`config.mk`:
```
export PLATFORM = sky130hd
export DESIGN_NAME = legacy_serial_command_parser
export DESIGN_NICKNAME = d
export VERILOG_FILES = /design/src/common/legacy_cmd_pkg.sv /design/src/verilog/legacy_serial_command_parser.sv
export VERILOG_INCLUDE_DIRS = /design/src /design/src/common
export SDC_FILE = /design/constraint.sdc
export NUM_CORES = 1
export LEC_CHECK = 0
export ABC_AREA = 1
export BUFFER_PORTS_ARGS = -buffer_cell sky130_fd_sc_hd__buf_2
export CAP_MARGIN = 20
export CORE_ASPECT_RATIO = 1.25
export CORE_MARGIN = 2
export CORE_UTILIZATION = 50
export CTS_CLUSTER_SIZE = 8
export DETAILED_ROUTE_END_ITERATION = 8
export PLACE_DENSITY = 0.7
export SLEW_MARGIN = 5
export SYNTH_ARGS = -nofsm -noshare
export SYNTH_HDL_FRONTEND = slang
export SYNTH_SLANG_ARGS = --single-unit
```
`constraint.sdc`:
```
create_clock -name clk -period 11.3 [get_ports clk]
set_clock_uncertainty 0.2 [all_clocks]
set_input_delay 1.695 -clock clk [delete_from_list [all_inputs] [get_ports clk]]
set_output_delay 1.695 -clock clk [all_outputs]
set_load 0.005 [all_outputs]
```
`src/common/legacy_cmd_consts.svh`:
```
// Character codes, limits and the pp1e12 scale factor for the legacy serial command parser
`ifndef LEGACY_CMD_CONSTS_SVH
`define LEGACY_CMD_CONSTS_SVH
`define CH_BSLASH 8'h5C
`define CH_LT 8'h3C
`define CH_GT 8'h3E
`define CH_QM 8'h3F
`define CH_CR 8'h0D
`define CH_LF 8'h0A
`define CH_SP 8'h20
`define CH_LBRACE 8'h7B
`define CH_RBRACE 8'h7D
`define CH_PRINT_LO 8'h20
`define CH_PRINT_HI 8'h7E
`define CH_MINUS 8'h2D
`define CH_PLUS 8'h2B
`define CH_0 8'h30
`define CH_9 8'h39
`define CH_UP_A 8'h41
`define CH_LO_A 8'h61
`define CH_UP_C 8'h43
`define CH_SIX 8'h36
`define CH_CARET 8'h5E
`define CH_LO_C 8'h63
`define CH_LO_D 8'h64
`define CH_LO_E 8'h65
`define CH_LO_F 8'h66
`define CH_LO_G 8'h67
`define CH_LO_H 8'h68
`define CH_LO_N 8'h6E
`define CH_LO_S 8'h73
`define CH_LO_X 8'h78
`define CASE_BIT 8'h20
`define ARG_LIM_PP12 32'h0000_4E20
`define ARG_LIM_PP15 32'h0131_2D00
`define SCALE_PP12 48'h0000_0000_03E8
`define FREQ_W 48
`define TELE_VALUES 2'h0
`define TELE_HEADERS 2'h1
`define TELE_CSV 2'h2
`endif

```
`src/common/legacy_cmd_pkg.sv`:
```
// Types shared by the legacy serial command parser
package legacy_cmd_pkg;
   typedef enum logic [2:0] {
      ST_IDLE, ST_F1, ST_F2, ST_ARG, ST_TELE, ST_SEND
   } parse_state_t;
   typedef enum logic [3:0] {
      MSG_ERR, MSG_TUNE_ON, MSG_TUNE_OFF, MSG_APPLY, MSG_SAVE,
      MSG_CENTRE, MSG_ADJ_SET, MSG_ADJ_ADD, MSG_NONE
   } reply_msg_t;
endpackage : legacy_cmd_pkg

```
`src/verilog/legacy_serial_command_parser.sv`:
```
// Legacy single-key and angle-framed command interpreter with reply generator
`timescale 1ns/1ps
`include "legacy_cmd_consts.svh"

// Overview of operation
// Any legacy command moves the processor into compatibility mode, held in a flag; the code forwards legacy keys inside braces instead.
// Compatibility mode lasts until a backslash; host escapes before bracketed syntax.
// Compatibility mode uses per-command reply text, not the bracketed reply framing.
// Single-character commands act immediately on receipt, no carriage return.
// Argument commands are framed by less-than and greater-than; run on the closer.
// Every framed command answers with a string describing its action.
// Only printable ASCII is exchanged in either direction.
// Every accepted command replies; each reply line ends in CR then LF.
// Unsupported or malformed commands answer question mark, CR, LF, nothing else.
// A enables, a disables analog tuning; framed one/zero also persist it.
// C shows values, 6 sends telemetry headers, caret sends CSV telemetry.
// Apply adds digital adjustment into centre frequency, then zeroes the adjustment.
// Save writes the present centre frequency to the nonvolatile store.
// Centre add commands add signed argument scaled pp1e12 or pp1e15.
// Replace commands overwrite digital adjustment with signed scaled argument.
// Increment commands add signed scaled argument to the digital adjustment.
// Argument is optional sign then decimal digits; other characters are malformed.
// Arguments clamp to 20000 for pp1e12 and 20000000 for pp1e15.
module legacy_serial_command_parser (
   input wire logic clk,
   input wire logic rst_n,
   input wire logic [7:0] rx_data,
   input wire logic rx_valid,
   output logic rx_ready,
   output logic [7:0] tx_data,
   output logic tx_valid,
   input wire logic tx_ready,
   output logic [7:0] fwd_data,
   output logic fwd_valid,
   output logic compat_mode,
   output logic analog_tune_en,
   output logic nv_tune_wr,
   output logic nv_tune_val,
   output logic nv_centre_wr,
   output logic [`FREQ_W-1:0] centre_freq,
   output logic [`FREQ_W-1:0] digital_adjust,
   output logic tele_req,
   output logic [1:0] tele_kind,
   input wire logic tele_done
);
   localparam int FW = `FREQ_W;

   // ==========================================================
   // Reply text table
   // Length in the top nibble, text right-aligned below it
   function automatic logic [99:0] msg_rom(input legacy_cmd_pkg::reply_msg_t m);
      case (m)
         legacy_cmd_pkg::MSG_ERR: msg_rom = {4'h1, 96'(`CH_QM)};
         legacy_cmd_pkg::MSG_TUNE_ON: msg_rom = {4'h7, 96'("TUNE ON")};
         legacy_cmd_pkg::MSG_TUNE_OFF: msg_rom = {4'h8, 96'("TUNE OFF")};
         legacy_cmd_pkg::MSG_APPLY: msg_rom = {4'hB, 96'("ADJ APPLIED")};
         legacy_cmd_pkg::MSG_SAVE: msg_rom = {4'hC, 96'("CENTRE SAVED")};
         legacy_cmd_pkg::MSG_CENTRE: msg_rom = {4'hA, 96'("CENTRE ADJ")};
         legacy_cmd_pkg::MSG_ADJ_SET: msg_rom = {4'h7, 96'("ADJ SET")};
         legacy_cmd_pkg::MSG_ADJ_ADD: msg_rom = {4'h9, 96'("ADJ ADDED")};
         default: msg_rom = 100'h0;
      endcase
   endfunction : msg_rom

   function automatic logic is_digit(input logic [7:0] c);
      is_digit = (c >= `CH_0) && (c <= `CH_9);
   endfunction : is_digit

   // ==========================================================
   // State
   legacy_cmd_pkg::parse_state_t state_r, state_nxt;
   legacy_cmd_pkg::reply_msg_t msg_r, msg_nxt;
   logic compat_r, compat_nxt;
   logic brace_r, brace_nxt;
   logic tune_r, tune_nxt;
   logic [FW-1:0] centre_r, centre_nxt;
   logic [FW-1:0] adj_r, adj_nxt;
   logic [7:0] l1_r, l1_nxt, l2_r, l2_nxt;
   logic neg_r, neg_nxt, sign_r, sign_nxt, dig_r, dig_nxt, err_r, err_nxt;
   logic [31:0] mag_r, mag_nxt;
   logic [3:0] idx_r, idx_nxt;
   logic rx_ready_r, tx_valid_r, tx_valid_nxt;
   logic [7:0] tx_data_r, tx_data_nxt, fwd_data_r;
   logic fwd_valid_r, fwd_valid_nxt;
   logic nv_tune_wr_r, nv_tune_wr_nxt, nv_centre_wr_r, nv_centre_wr_nxt;
   logic tele_req_r, tele_req_nxt;
   logic [1:0] tele_kind_r, tele_kind_nxt;

   // ==========================================================
   // Character and command decode
   wire acc = rx_valid && rx_ready_r;
   wire [7:0] cl = rx_data | `CASE_BIT;
   wire printable = (rx_data >= `CH_PRINT_LO) && (rx_data <= `CH_PRINT_HI);
   wire is_single = (rx_data == `CH_UP_A) || (rx_data == `CH_LO_A) || (rx_data == `CH_UP_C)
      || (rx_data == `CH_SIX) || (rx_data == `CH_CARET);
   wire is_legacy = is_single || (rx_data == `CH_LT);
   wire quiet = (rx_data == `CH_CR) || (rx_data == `CH_LF) || (rx_data == `CH_SP);
   wire is_f = (l1_r == `CH_LO_F);
   wire pp12 = (l2_r == `CH_LO_C) || (l2_r == `CH_LO_D) || (l2_r == `CH_LO_E);
   wire pp15 = (l2_r == `CH_LO_F) || (l2_r == `CH_LO_G) || (l2_r == `CH_LO_H);
   wire plain = !dig_r && !sign_r;
   wire c_nx = (l1_r == `CH_LO_N) && (l2_r == `CH_LO_X) && dig_r && !sign_r && (mag_r < 32'h2);
   wire c_fa = is_f && (l2_r == `CH_LO_A) && plain;
   wire c_fs = is_f && (l2_r == `CH_LO_S) && plain;
   wire c_arg = is_f && (pp12 || pp15) && dig_r;
   wire c_ok = !err_r && (c_nx || c_fa || c_fs || c_arg);
   wire exec = acc && (state_r == legacy_cmd_pkg::ST_ARG) && (rx_data == `CH_GT);
   wire go = exec && c_ok;

   // Clamp, scale and sign the framed argument
   wire [31:0] lim = pp12 ? `ARG_LIM_PP12 : `ARG_LIM_PP15;
   wire [31:0] clamped = (mag_r > lim) ? lim : mag_r;
   wire [FW-1:0] ext = {16'h0, clamped};
   wire [FW-1:0] scaled = pp12 ? FW'(ext * `SCALE_PP12) : ext;
   wire [FW-1:0] arg_val = neg_r ? FW'(-scaled) : scaled;
   // Growth stops past the largest limit, so long digit runs cannot wrap
   wire [35:0] mag_grow = 36'(mag_r) * 36'hA + 36'(rx_data - `CH_0);
   wire [31:0] mag_next = (mag_r > `ARG_LIM_PP15) ? mag_r : mag_grow[31:0];

   // Reply character selection
   wire [99:0] rom = msg_rom(msg_r);
   wire [3:0] mlen = rom[99:96];
   wire [7:0] mchar = rom[8*(mlen-idx_r-4'h1) +: 8];
   wire tx_free = !tx_valid_r || tx_ready;
   wire [7:0] send_char = (idx_r < mlen) ? mchar : ((idx_r == mlen) ? `CH_CR : `CH_LF);
   wire send_more = idx_r <= (mlen + 4'h1);

   // ==========================================================
   // Next-state logic
   always_comb begin
      state_nxt = state_r;
      msg_nxt = msg_r;
      compat_nxt = compat_r;
      brace_nxt = brace_r;
      tune_nxt = tune_r;
      centre_nxt = centre_r;
      adj_nxt = adj_r;
      l1_nxt = l1_r;
      l2_nxt = l2_r;
      neg_nxt = neg_r;
      sign_nxt = sign_r;
      dig_nxt = dig_r;
      err_nxt = err_r;
      mag_nxt = mag_r;
      idx_nxt = idx_r;
      tx_valid_nxt = tx_valid_r && !tx_ready;
      tx_data_nxt = tx_data_r;
      fwd_valid_nxt = 1'b0;
      nv_tune_wr_nxt = 1'b0;
      nv_centre_wr_nxt = 1'b0;
      tele_req_nxt = 1'b0;
      tele_kind_nxt = tele_kind_r;
      case (state_r)
         legacy_cmd_pkg::ST_IDLE: begin
            if (acc && compat_r && rx_data == `CH_BSLASH) begin
               compat_nxt = 1'b0;
            end else if (acc && !compat_r && (brace_r || !is_legacy)) begin
               // Bracketed syntax and any other non-legacy character go to the newer parser untouched
               fwd_valid_nxt = 1'b1;
               if (rx_data == `CH_LBRACE) begin
                  brace_nxt = 1'b1;
               end else if (rx_data == `CH_RBRACE) begin
                  brace_nxt = 1'b0;
               end
            end else if (acc) begin
               compat_nxt = 1'b1;
               idx_nxt = 4'h0;
               state_nxt = legacy_cmd_pkg::ST_SEND;
               msg_nxt = legacy_cmd_pkg::MSG_ERR;
               if (rx_data == `CH_LT) begin
                  state_nxt = legacy_cmd_pkg::ST_F1;
               end else if (rx_data == `CH_UP_A) begin
                  tune_nxt = 1'b1;
                  msg_nxt = legacy_cmd_pkg::MSG_TUNE_ON;
               end else if (rx_data == `CH_LO_A) begin
                  tune_nxt = 1'b0;
                  msg_nxt = legacy_cmd_pkg::MSG_TUNE_OFF;
               end else if (rx_data == `CH_UP_C || rx_data == `CH_SIX || rx_data == `CH_CARET) begin
                  tele_req_nxt = 1'b1;
                  tele_kind_nxt = (rx_data == `CH_UP_C) ? `TELE_VALUES :
                     ((rx_data == `CH_SIX) ? `TELE_HEADERS : `TELE_CSV);
                  msg_nxt = legacy_cmd_pkg::MSG_NONE;
                  state_nxt = legacy_cmd_pkg::ST_TELE;
               end else if (quiet) begin
                  // Terminal line endings between commands are not errors
                  state_nxt = legacy_cmd_pkg::ST_IDLE;
               end
            end
         end
         legacy_cmd_pkg::ST_F1, legacy_cmd_pkg::ST_F2, legacy_cmd_pkg::ST_ARG: begin
            if (acc && rx_data == `CH_BSLASH) begin
               compat_nxt = 1'b0;
               state_nxt = legacy_cmd_pkg::ST_IDLE;
            end else if (acc && state_r == legacy_cmd_pkg::ST_F1) begin
               l1_nxt = cl;
               err_nxt = !printable || (rx_data == `CH_GT);
               neg_nxt = 1'b0;
               sign_nxt = 1'b0;
               dig_nxt = 1'b0;
               mag_nxt = 32'h0;
               state_nxt = legacy_cmd_pkg::ST_F2;
            end else if (acc && state_r == legacy_cmd_pkg::ST_F2) begin
               l2_nxt = cl;
               err_nxt = err_r || !printable || (rx_data == `CH_GT);
               state_nxt = legacy_cmd_pkg::ST_ARG;
            end else if (exec) begin
               state_nxt = legacy_cmd_pkg::ST_SEND;
               idx_nxt = 4'h0;
               msg_nxt = legacy_cmd_pkg::MSG_ERR;
               if (go && c_nx) begin
                  tune_nxt = mag_r[0];
                  nv_tune_wr_nxt = 1'b1;
                  msg_nxt = mag_r[0] ? legacy_cmd_pkg::MSG_TUNE_ON : legacy_cmd_pkg::MSG_TUNE_OFF;
               end else if (go && c_fa) begin
                  centre_nxt = centre_r + adj_r;
                  adj_nxt = '0;
                  nv_centre_wr_nxt = 1'b1;
                  msg_nxt = legacy_cmd_pkg::MSG_APPLY;
               end else if (go && c_fs) begin
                  nv_centre_wr_nxt = 1'b1;
                  msg_nxt = legacy_cmd_pkg::MSG_SAVE;
               end else if (go && (l2_r == `CH_LO_C || l2_r == `CH_LO_F)) begin
                  centre_nxt = centre_r + arg_val;
                  msg_nxt = legacy_cmd_pkg::MSG_CENTRE;
               end else if (go && (l2_r == `CH_LO_D || l2_r == `CH_LO_G)) begin
                  adj_nxt = arg_val;
                  msg_nxt = legacy_cmd_pkg::MSG_ADJ_SET;
               end else if (go) begin
                  adj_nxt = adj_r + arg_val;
                  msg_nxt = legacy_cmd_pkg::MSG_ADJ_ADD;
               end
            end else if (acc) begin
               // Sign only before any digit; anything else spoils the frame
               if (is_digit(rx_data)) begin
                  dig_nxt = 1'b1;
                  mag_nxt = mag_next;
               end else if ((rx_data == `CH_MINUS || rx_data == `CH_PLUS) && !sign_r && !dig_r) begin
                  sign_nxt = 1'b1;
                  neg_nxt = (rx_data == `CH_MINUS);
               end else begin
                  err_nxt = 1'b1;
               end
            end
         end
         legacy_cmd_pkg::ST_TELE: begin
            // Telemetry text comes from the formatter; only the line end is ours
            if (tele_done) begin
               idx_nxt = 4'h0;
               state_nxt = legacy_cmd_pkg::ST_SEND;
            end
         end
         legacy_cmd_pkg::ST_SEND: begin
            if (tx_free && send_more) begin
               tx_valid_nxt = 1'b1;
               tx_data_nxt = send_char;
               idx_nxt = idx_r + 4'h1;
            end else if (tx_free) begin
               state_nxt = legacy_cmd_pkg::ST_IDLE;
            end
         end
         default: state_nxt = legacy_cmd_pkg::ST_IDLE;
      endcase
   end

   wire rx_ready_nxt = (state_nxt == legacy_cmd_pkg::ST_IDLE) || (state_nxt == legacy_cmd_pkg::ST_F1)
      || (state_nxt == legacy_cmd_pkg::ST_F2) || (state_nxt == legacy_cmd_pkg::ST_ARG);

   // ==========================================================
   // Registers
   always_ff @(posedge clk or negedge rst_n) begin
      if (!rst_n) begin
         state_r <= legacy_cmd_pkg::ST_IDLE;
         msg_r <= legacy_cmd_pkg::MSG_NONE;
         {compat_r, brace_r, tune_r, neg_r, sign_r, dig_r, err_r} <= 7'h00;
         {centre_r, adj_r} <= 96'h0;
         {l1_r, l2_r, mag_r, idx_r} <= 52'h0;
         {rx_ready_r, tx_valid_r, tx_data_r, fwd_valid_r, fwd_data_r} <= 19'h0;
         {nv_tune_wr_r, nv_centre_wr_r, tele_req_r, tele_kind_r} <= 5'h00;
      end else begin
         state_r <= state_nxt;
         msg_r <= msg_nxt;
         {compat_r, brace_r, tune_r} <= {compat_nxt, brace_nxt, tune_nxt};
         {neg_r, sign_r, dig_r, err_r} <= {neg_nxt, sign_nxt, dig_nxt, err_nxt};
         {centre_r, adj_r} <= {centre_nxt, adj_nxt};
         {l1_r, l2_r, mag_r, idx_r} <= {l1_nxt, l2_nxt, mag_nxt, idx_nxt};
         {rx_ready_r, tx_valid_r, tx_data_r} <= {rx_ready_nxt, tx_valid_nxt, tx_data_nxt};
         fwd_valid_r <= fwd_valid_nxt;
         fwd_data_r <= fwd_valid_nxt ? rx_data : fwd_data_r;
         {nv_tune_wr_r, nv_centre_wr_r} <= {nv_tune_wr_nxt, nv_centre_wr_nxt};
         {tele_req_r, tele_kind_r} <= {tele_req_nxt, tele_kind_nxt};
      end
   end

   assign rx_ready = rx_ready_r;
   assign tx_data = tx_data_r;
   assign tx_valid = tx_valid_r;
   assign fwd_data = fwd_data_r;
   assign fwd_valid = fwd_valid_r;
   assign compat_mode = compat_r;
   assign analog_tune_en = tune_r;
   assign nv_tune_wr = nv_tune_wr_r;
   assign nv_tune_val = tune_r;
   assign nv_centre_wr = nv_centre_wr_r;
   assign centre_freq = centre_r;
   assign digital_adjust = adj_r;
   assign tele_req = tele_req_r;
   assign tele_kind = tele_kind_r;

   // ==========================================================
   // Checks
   a_legacy_enters: assert property (@(posedge clk) disable iff (!rst_n)
      acc && !compat_r && !brace_r && state_r == legacy_cmd_pkg::ST_IDLE && rx_data == `CH_UP_A
      |=> compat_r && tune_r) else $error("legacy key did not enter compatibility mode");
   a_escape_exits: assert property (@(posedge clk) disable iff (!rst_n)
      acc && compat_r && rx_data == `CH_BSLASH |=> !compat_r && !fwd_valid_r)
      else $error("backslash did not leave compatibility mode");
   a_single_now: assert property (@(posedge clk) disable iff (!rst_n)
      acc && compat_r && state_r == legacy_cmd_pkg::ST_IDLE && rx_data == `CH_LO_A
      |=> !tune_r ##1 tx_valid_r[*1]) else $error("single key not acted on at once");
   a_frame_runs: assert property (@(posedge clk) disable iff (!rst_n)
      exec |=> state_r == legacy_cmd_pkg::ST_SEND && !rx_ready_r)
      else $error("closing character did not start the reply");
   a_printable_out: assert property (@(posedge clk) disable iff (!rst_n)
      tx_valid_r |-> (tx_data_r >= `CH_PRINT_LO && tx_data_r <= `CH_PRINT_HI)
      || tx_data_r == `CH_CR || tx_data_r == `CH_LF) else $error("non-printable reply byte");
   a_crlf_pair: assert property (@(posedge clk) disable iff (!rst_n)
      tx_valid_r && tx_ready && tx_data_r == `CH_CR |=> tx_valid_r && tx_data_r == `CH_LF)
      else $error("carriage return not followed by line feed");
   a_error_mark: assert property (@(posedge clk) disable iff (!rst_n)
      exec && !c_ok |=> centre_r == $past(centre_r) && adj_r == $past(adj_r)
      ##1 tx_valid_r && tx_data_r == `CH_QM) else $error("malformed frame not answered with mark");
   a_tele_request: assert property (@(posedge clk) disable iff (!rst_n)
      acc && compat_r && state_r == legacy_cmd_pkg::ST_IDLE && rx_data == `CH_SIX
      |=> tele_req_r && tele_kind_r == `TELE_HEADERS) else $error("header request missing");
   a_apply_zero: assert property (@(posedge clk) disable iff (!rst_n)
      go && c_fa |=> adj_r == '0 && centre_r == $past(centre_r) + $past(adj_r) && nv_centre_wr_r)
      else $error("apply did not fold and clear the adjustment");
   a_save_store: assert property (@(posedge clk) disable iff (!rst_n)
      go && c_fs |=> nv_centre_wr_r && centre_r == $past(centre_r))
      else $error("save did not write the store");
   a_replace_adj: assert property (@(posedge clk) disable iff (!rst_n)
      go && is_f && l2_r == `CH_LO_D |=> adj_r == $past(arg_val))
      else $error("replace did not overwrite the adjustment");
   a_clamp_arg: assert property (@(posedge clk) disable iff (!rst_n)
      go && is_f && l2_r == `CH_LO_E && !neg_r && mag_r > `ARG_LIM_PP12
      |=> adj_r == $past(adj_r) + 48'h0000_0131_2D00) else $error("argument not clamped");
endmodule : legacy_serial_command_parser
```
==> flow_summary.json <==
{
  "status": "complete, no violations",
  "hold_viol": 0,
  "crit_arrival_ps": 10600,
  "drt_iter0_markers": 2141,
  "end_kind": "register",
  "n_antenna_cell": 0,
  "setup_viol": 0,
  "pin_count": 136,
  "holdWs_ps": 277,
  "cts_buffer_depth": 2,
  "cpMaxStageDelayCell": "a21boi_0",
  "dr_total_vias": 28900,
  "slew-limit-headroom_pct": 16.4,
  "grt_first_pass_wirelength_um": 144000,
  "path_class": "register to register",
  "maxSlewViolCount": 0,
  "power_density_nw_per_um2": 135,
  "clk_pin_slew_ps": 90,
  "synth_top_area_share_pct": 16.3,
  "required_ps": 11490,
  "wl_per_cell_um": 17.0,
  "cp_max_fo": 19,
  "dominantRegCellSynth": "dfrtp_1",
  "cts_tree": "built",
  "firstDrtPassIters": 8,
  "min_period_over_period_pct": 92.1,
  "die-height_um": 270,
  "drc": 0,
  "cts-root-buf": "clkbuf_16",
  "globalplace.congestion": 1.01,
  "async_flop_share_pct": 100,
  "cts.sinks": 185,
  "final_nets": 4952,
  "max_stage_delay_ps": 630,
  "htree_levels": 4,
  "rows": 97,
  "drive_gt1_share_pct": 6.90,
  "rr_worst_depth": 54,
  "dp_hpwl_um": 74100,
  "tns_ps": 0,
  "period_minus_slack_ps": 10410,
  "grt_pass1_vias": 27900,
  "syn-mean-instance-area_um2": 6.46,
  "seq_area_frac_synth_pct": 16.4,
  "syn_inst": 4372,
  "core_area_um2": 55900,
  "p_leak_nw": 16.8,
  "cts_buffers": 17,
  "max_freq_ghz": 0.0960,
  "antenna_found_initial": 0,
  "hold_path_depth": 2,
  "area_growth_pct": 7.69,
  "io_buffers": 134,
  "routed_wl_um": 89700,
  "synth_warnings": 0,
  "ant_nets": 0,
  "dieArea_um2": 58500,
  "tightestPinTransition_ps": 1250,
  "grt_max_degree": 66,
  "ctsHoldBuffers": 0,
  "rsz0062_at_grt": "no",
  "path_common_cell": "nand2_1",
  "synth_cell_types": 70,
  "ys_seq_elements": 185,
  "clock_latency_ps": 510,
  "synth_area_um2": 28300,
  "grt_usage_pct": 30.9,
  "grt_overflow_total": 0,
  "start_util_pct": 50.5,
  "cap_violations": 0,
  "die_w_um": 217,
  "ir_worst_vdd_mv": 0.189,
  "vias_per_cell": 5.49,
  "synth_largest_area_cell": "dfrtp_1",
  "hold_class": "register to register",
  "start_kind": "register",
  "yosys-top-cells-area": "dfrtp_1 (16%), nand2_1 (15%), ha_1 (13%), inv_1 (9.1%), fa_1 (8.6%)",
  "synth_edf_count": 0
}
area by class of cell:
type	count	area (µm²)
multi-input cells	3451	20800
clock inverters	13	154
inverters	714	2680
well taps	742	928
fillers	5839	25500
repair buffers	151	807
clock buffers	19	443
flip-flops and latches	185	4630
worst max-delay path: cells and delay by family, from the launching register on:
kind                       cells  cell delay [ps]
AOI/OAI and AO/OA              3             1030
and+or+nand+nor               34             4650
DFF                            1              390
adders and majority gates      7             2950
buffers and inverters          9              830
xor gates and xnor gates       1              260
cells by family (layout without fill, tap and decap cells):
logic type / count (synthesis) / after routing / share of synthesized area [%]
compound gates: 739 / 739 / 14.7
other cells: 2 / 45 / 0.0266
mux: 12 / 12 / 0.429
buf+inv: 779 / 897 / 10.7
flops: 185 / 185 / 16.4
xor+xnor: 139 / 139 / 4.47
fa+ha+maj: 419 / 419 / 21.8
simple gates: 2097 / 2097 / 31.5
layer usage:
layer	part of all wire, %	vias to the layer above	routed length (µm)	track usage [%]
met1	42	13400	38000	38.5
met4	4.8	0	4300	14.2
met5	0	-	0	0
li1	-	14400	-	-
met2	48	864	43200	53.3
met3	4.6	203	4150	3.24
layout by cell type (no fill, tap or decap), drive strengths merged, types with 14 or more instances in the layout:
| cell | n |
|---|---|
| dfrtp | 184 |
| xnor2 | 54 |
| o21ai | 253 |
| nor2 | 516 |
| nand2 | 1173 |
| or2 | 18 |
| conb | 45 |
| nand3 | 231 |
| nor4 | 25 |
| inv | 716 |
| xor2 | 85 |
| o211ai | 26 |
| ha | 297 |
| clkbuf | 20 |
| a21oi | 298 |
| fa | 122 |
| o21a | 14 |
| nor3 | 46 |
| o22ai | 21 |
| nand3b | 15 |
| a31oi | 58 |
| nand4 | 59 |
| buf | 150 |
final timing paths:
kind	to	startpoint	slack [ps]
max	digital_adjust[45]	l2_r[7]	890
min	l1_r[5]	l1_r[5]	280
max reg2reg	digital_adjust[45]	l2_r[7]	890
min reg2reg	l1_r[5]	l1_r[5]	280
max in group asynchronous	centre_freq[47]	rst_n	8590
min in group asynchronous	tx_data[2]	rst_n	950
synthesized netlist by cell type (all sizes together), types with 2 or more instances:
library cell  instances
a21boi                8
a21o                 11
a21oi               298
a2bb2oi               2
a31o                  2
a31oi                58
a32o                  4
and2                  4
and3                  8
buf                  40
clkbuf               25
clkinv                5
conb                  2
dfrtp               184
fa                  122
ha                  297
inv                 709
mux2i                11
nand2              1173
nand3               231
nand3b               15
nand4                59
nor2                516
nor3                 46
nor4                 25
o2111ai               7
o211ai               26
o21a                 14
o21ai               253
o21bai                8
o221ai                5
o22ai                21
o311ai                5
o31ai                 8
o32ai                 2
o41ai                 4
or2                  18
xnor2                54
xor2                 85
registers in the layout (all words and copies together) (netlist names):
name,cells
analog_tune_en,1
l1_r,8
fwd_data,8
dig_r,1
state_r,3
digital_adjust,48
tele_req,1
sign_r,1
neg_r,1
centre_freq,48
tx_data,7
tx_valid,1
rx_ready,1
nv_centre_wr,1
compat_mode,1
l2_r,8
tele_kind,2
mag_r,32
err_r,1
brace_r,1
idx_r,4
fwd_valid,1
msg_r,4
nv_tune_wr,1
power by group:
group,switching [mW],internal (mW),leakage [nW]
Clock,0.335,0.321,0.294
Sequential,0.0896,0.728,2.39
Combinational,1.72,0.924,14.1
per-stage QoR:
| step | total power [mW] | cell area, µm² | instances | utilization (%) | setup WS [ps] |
|---|---|---|---|---|---|
| detailed placement | 3.40 | 29800 | 5243 | 53.3 | 909 |
| finish | 4.12 | 30400 | 5275 | 54.4 | 889 |
| global route | 4.51 | 30400 | 5275 | 54.4 | 21.6 |
| CTS | 4.07 | 30400 | 5275 | 54.4 | 920 |
| global placement | 3.39 | 29800 | 5243 | 53.3 | 891 |
| floorplan | 2.80 | 28400 | 4415 | - | 2440 |
repair_timing:
item                       in CTS  in global routing
setup endpoints to repair       0                  1
resized for setup               0                  1
buffers inserted                0                  0
Power figures use the tool's default switching activity.
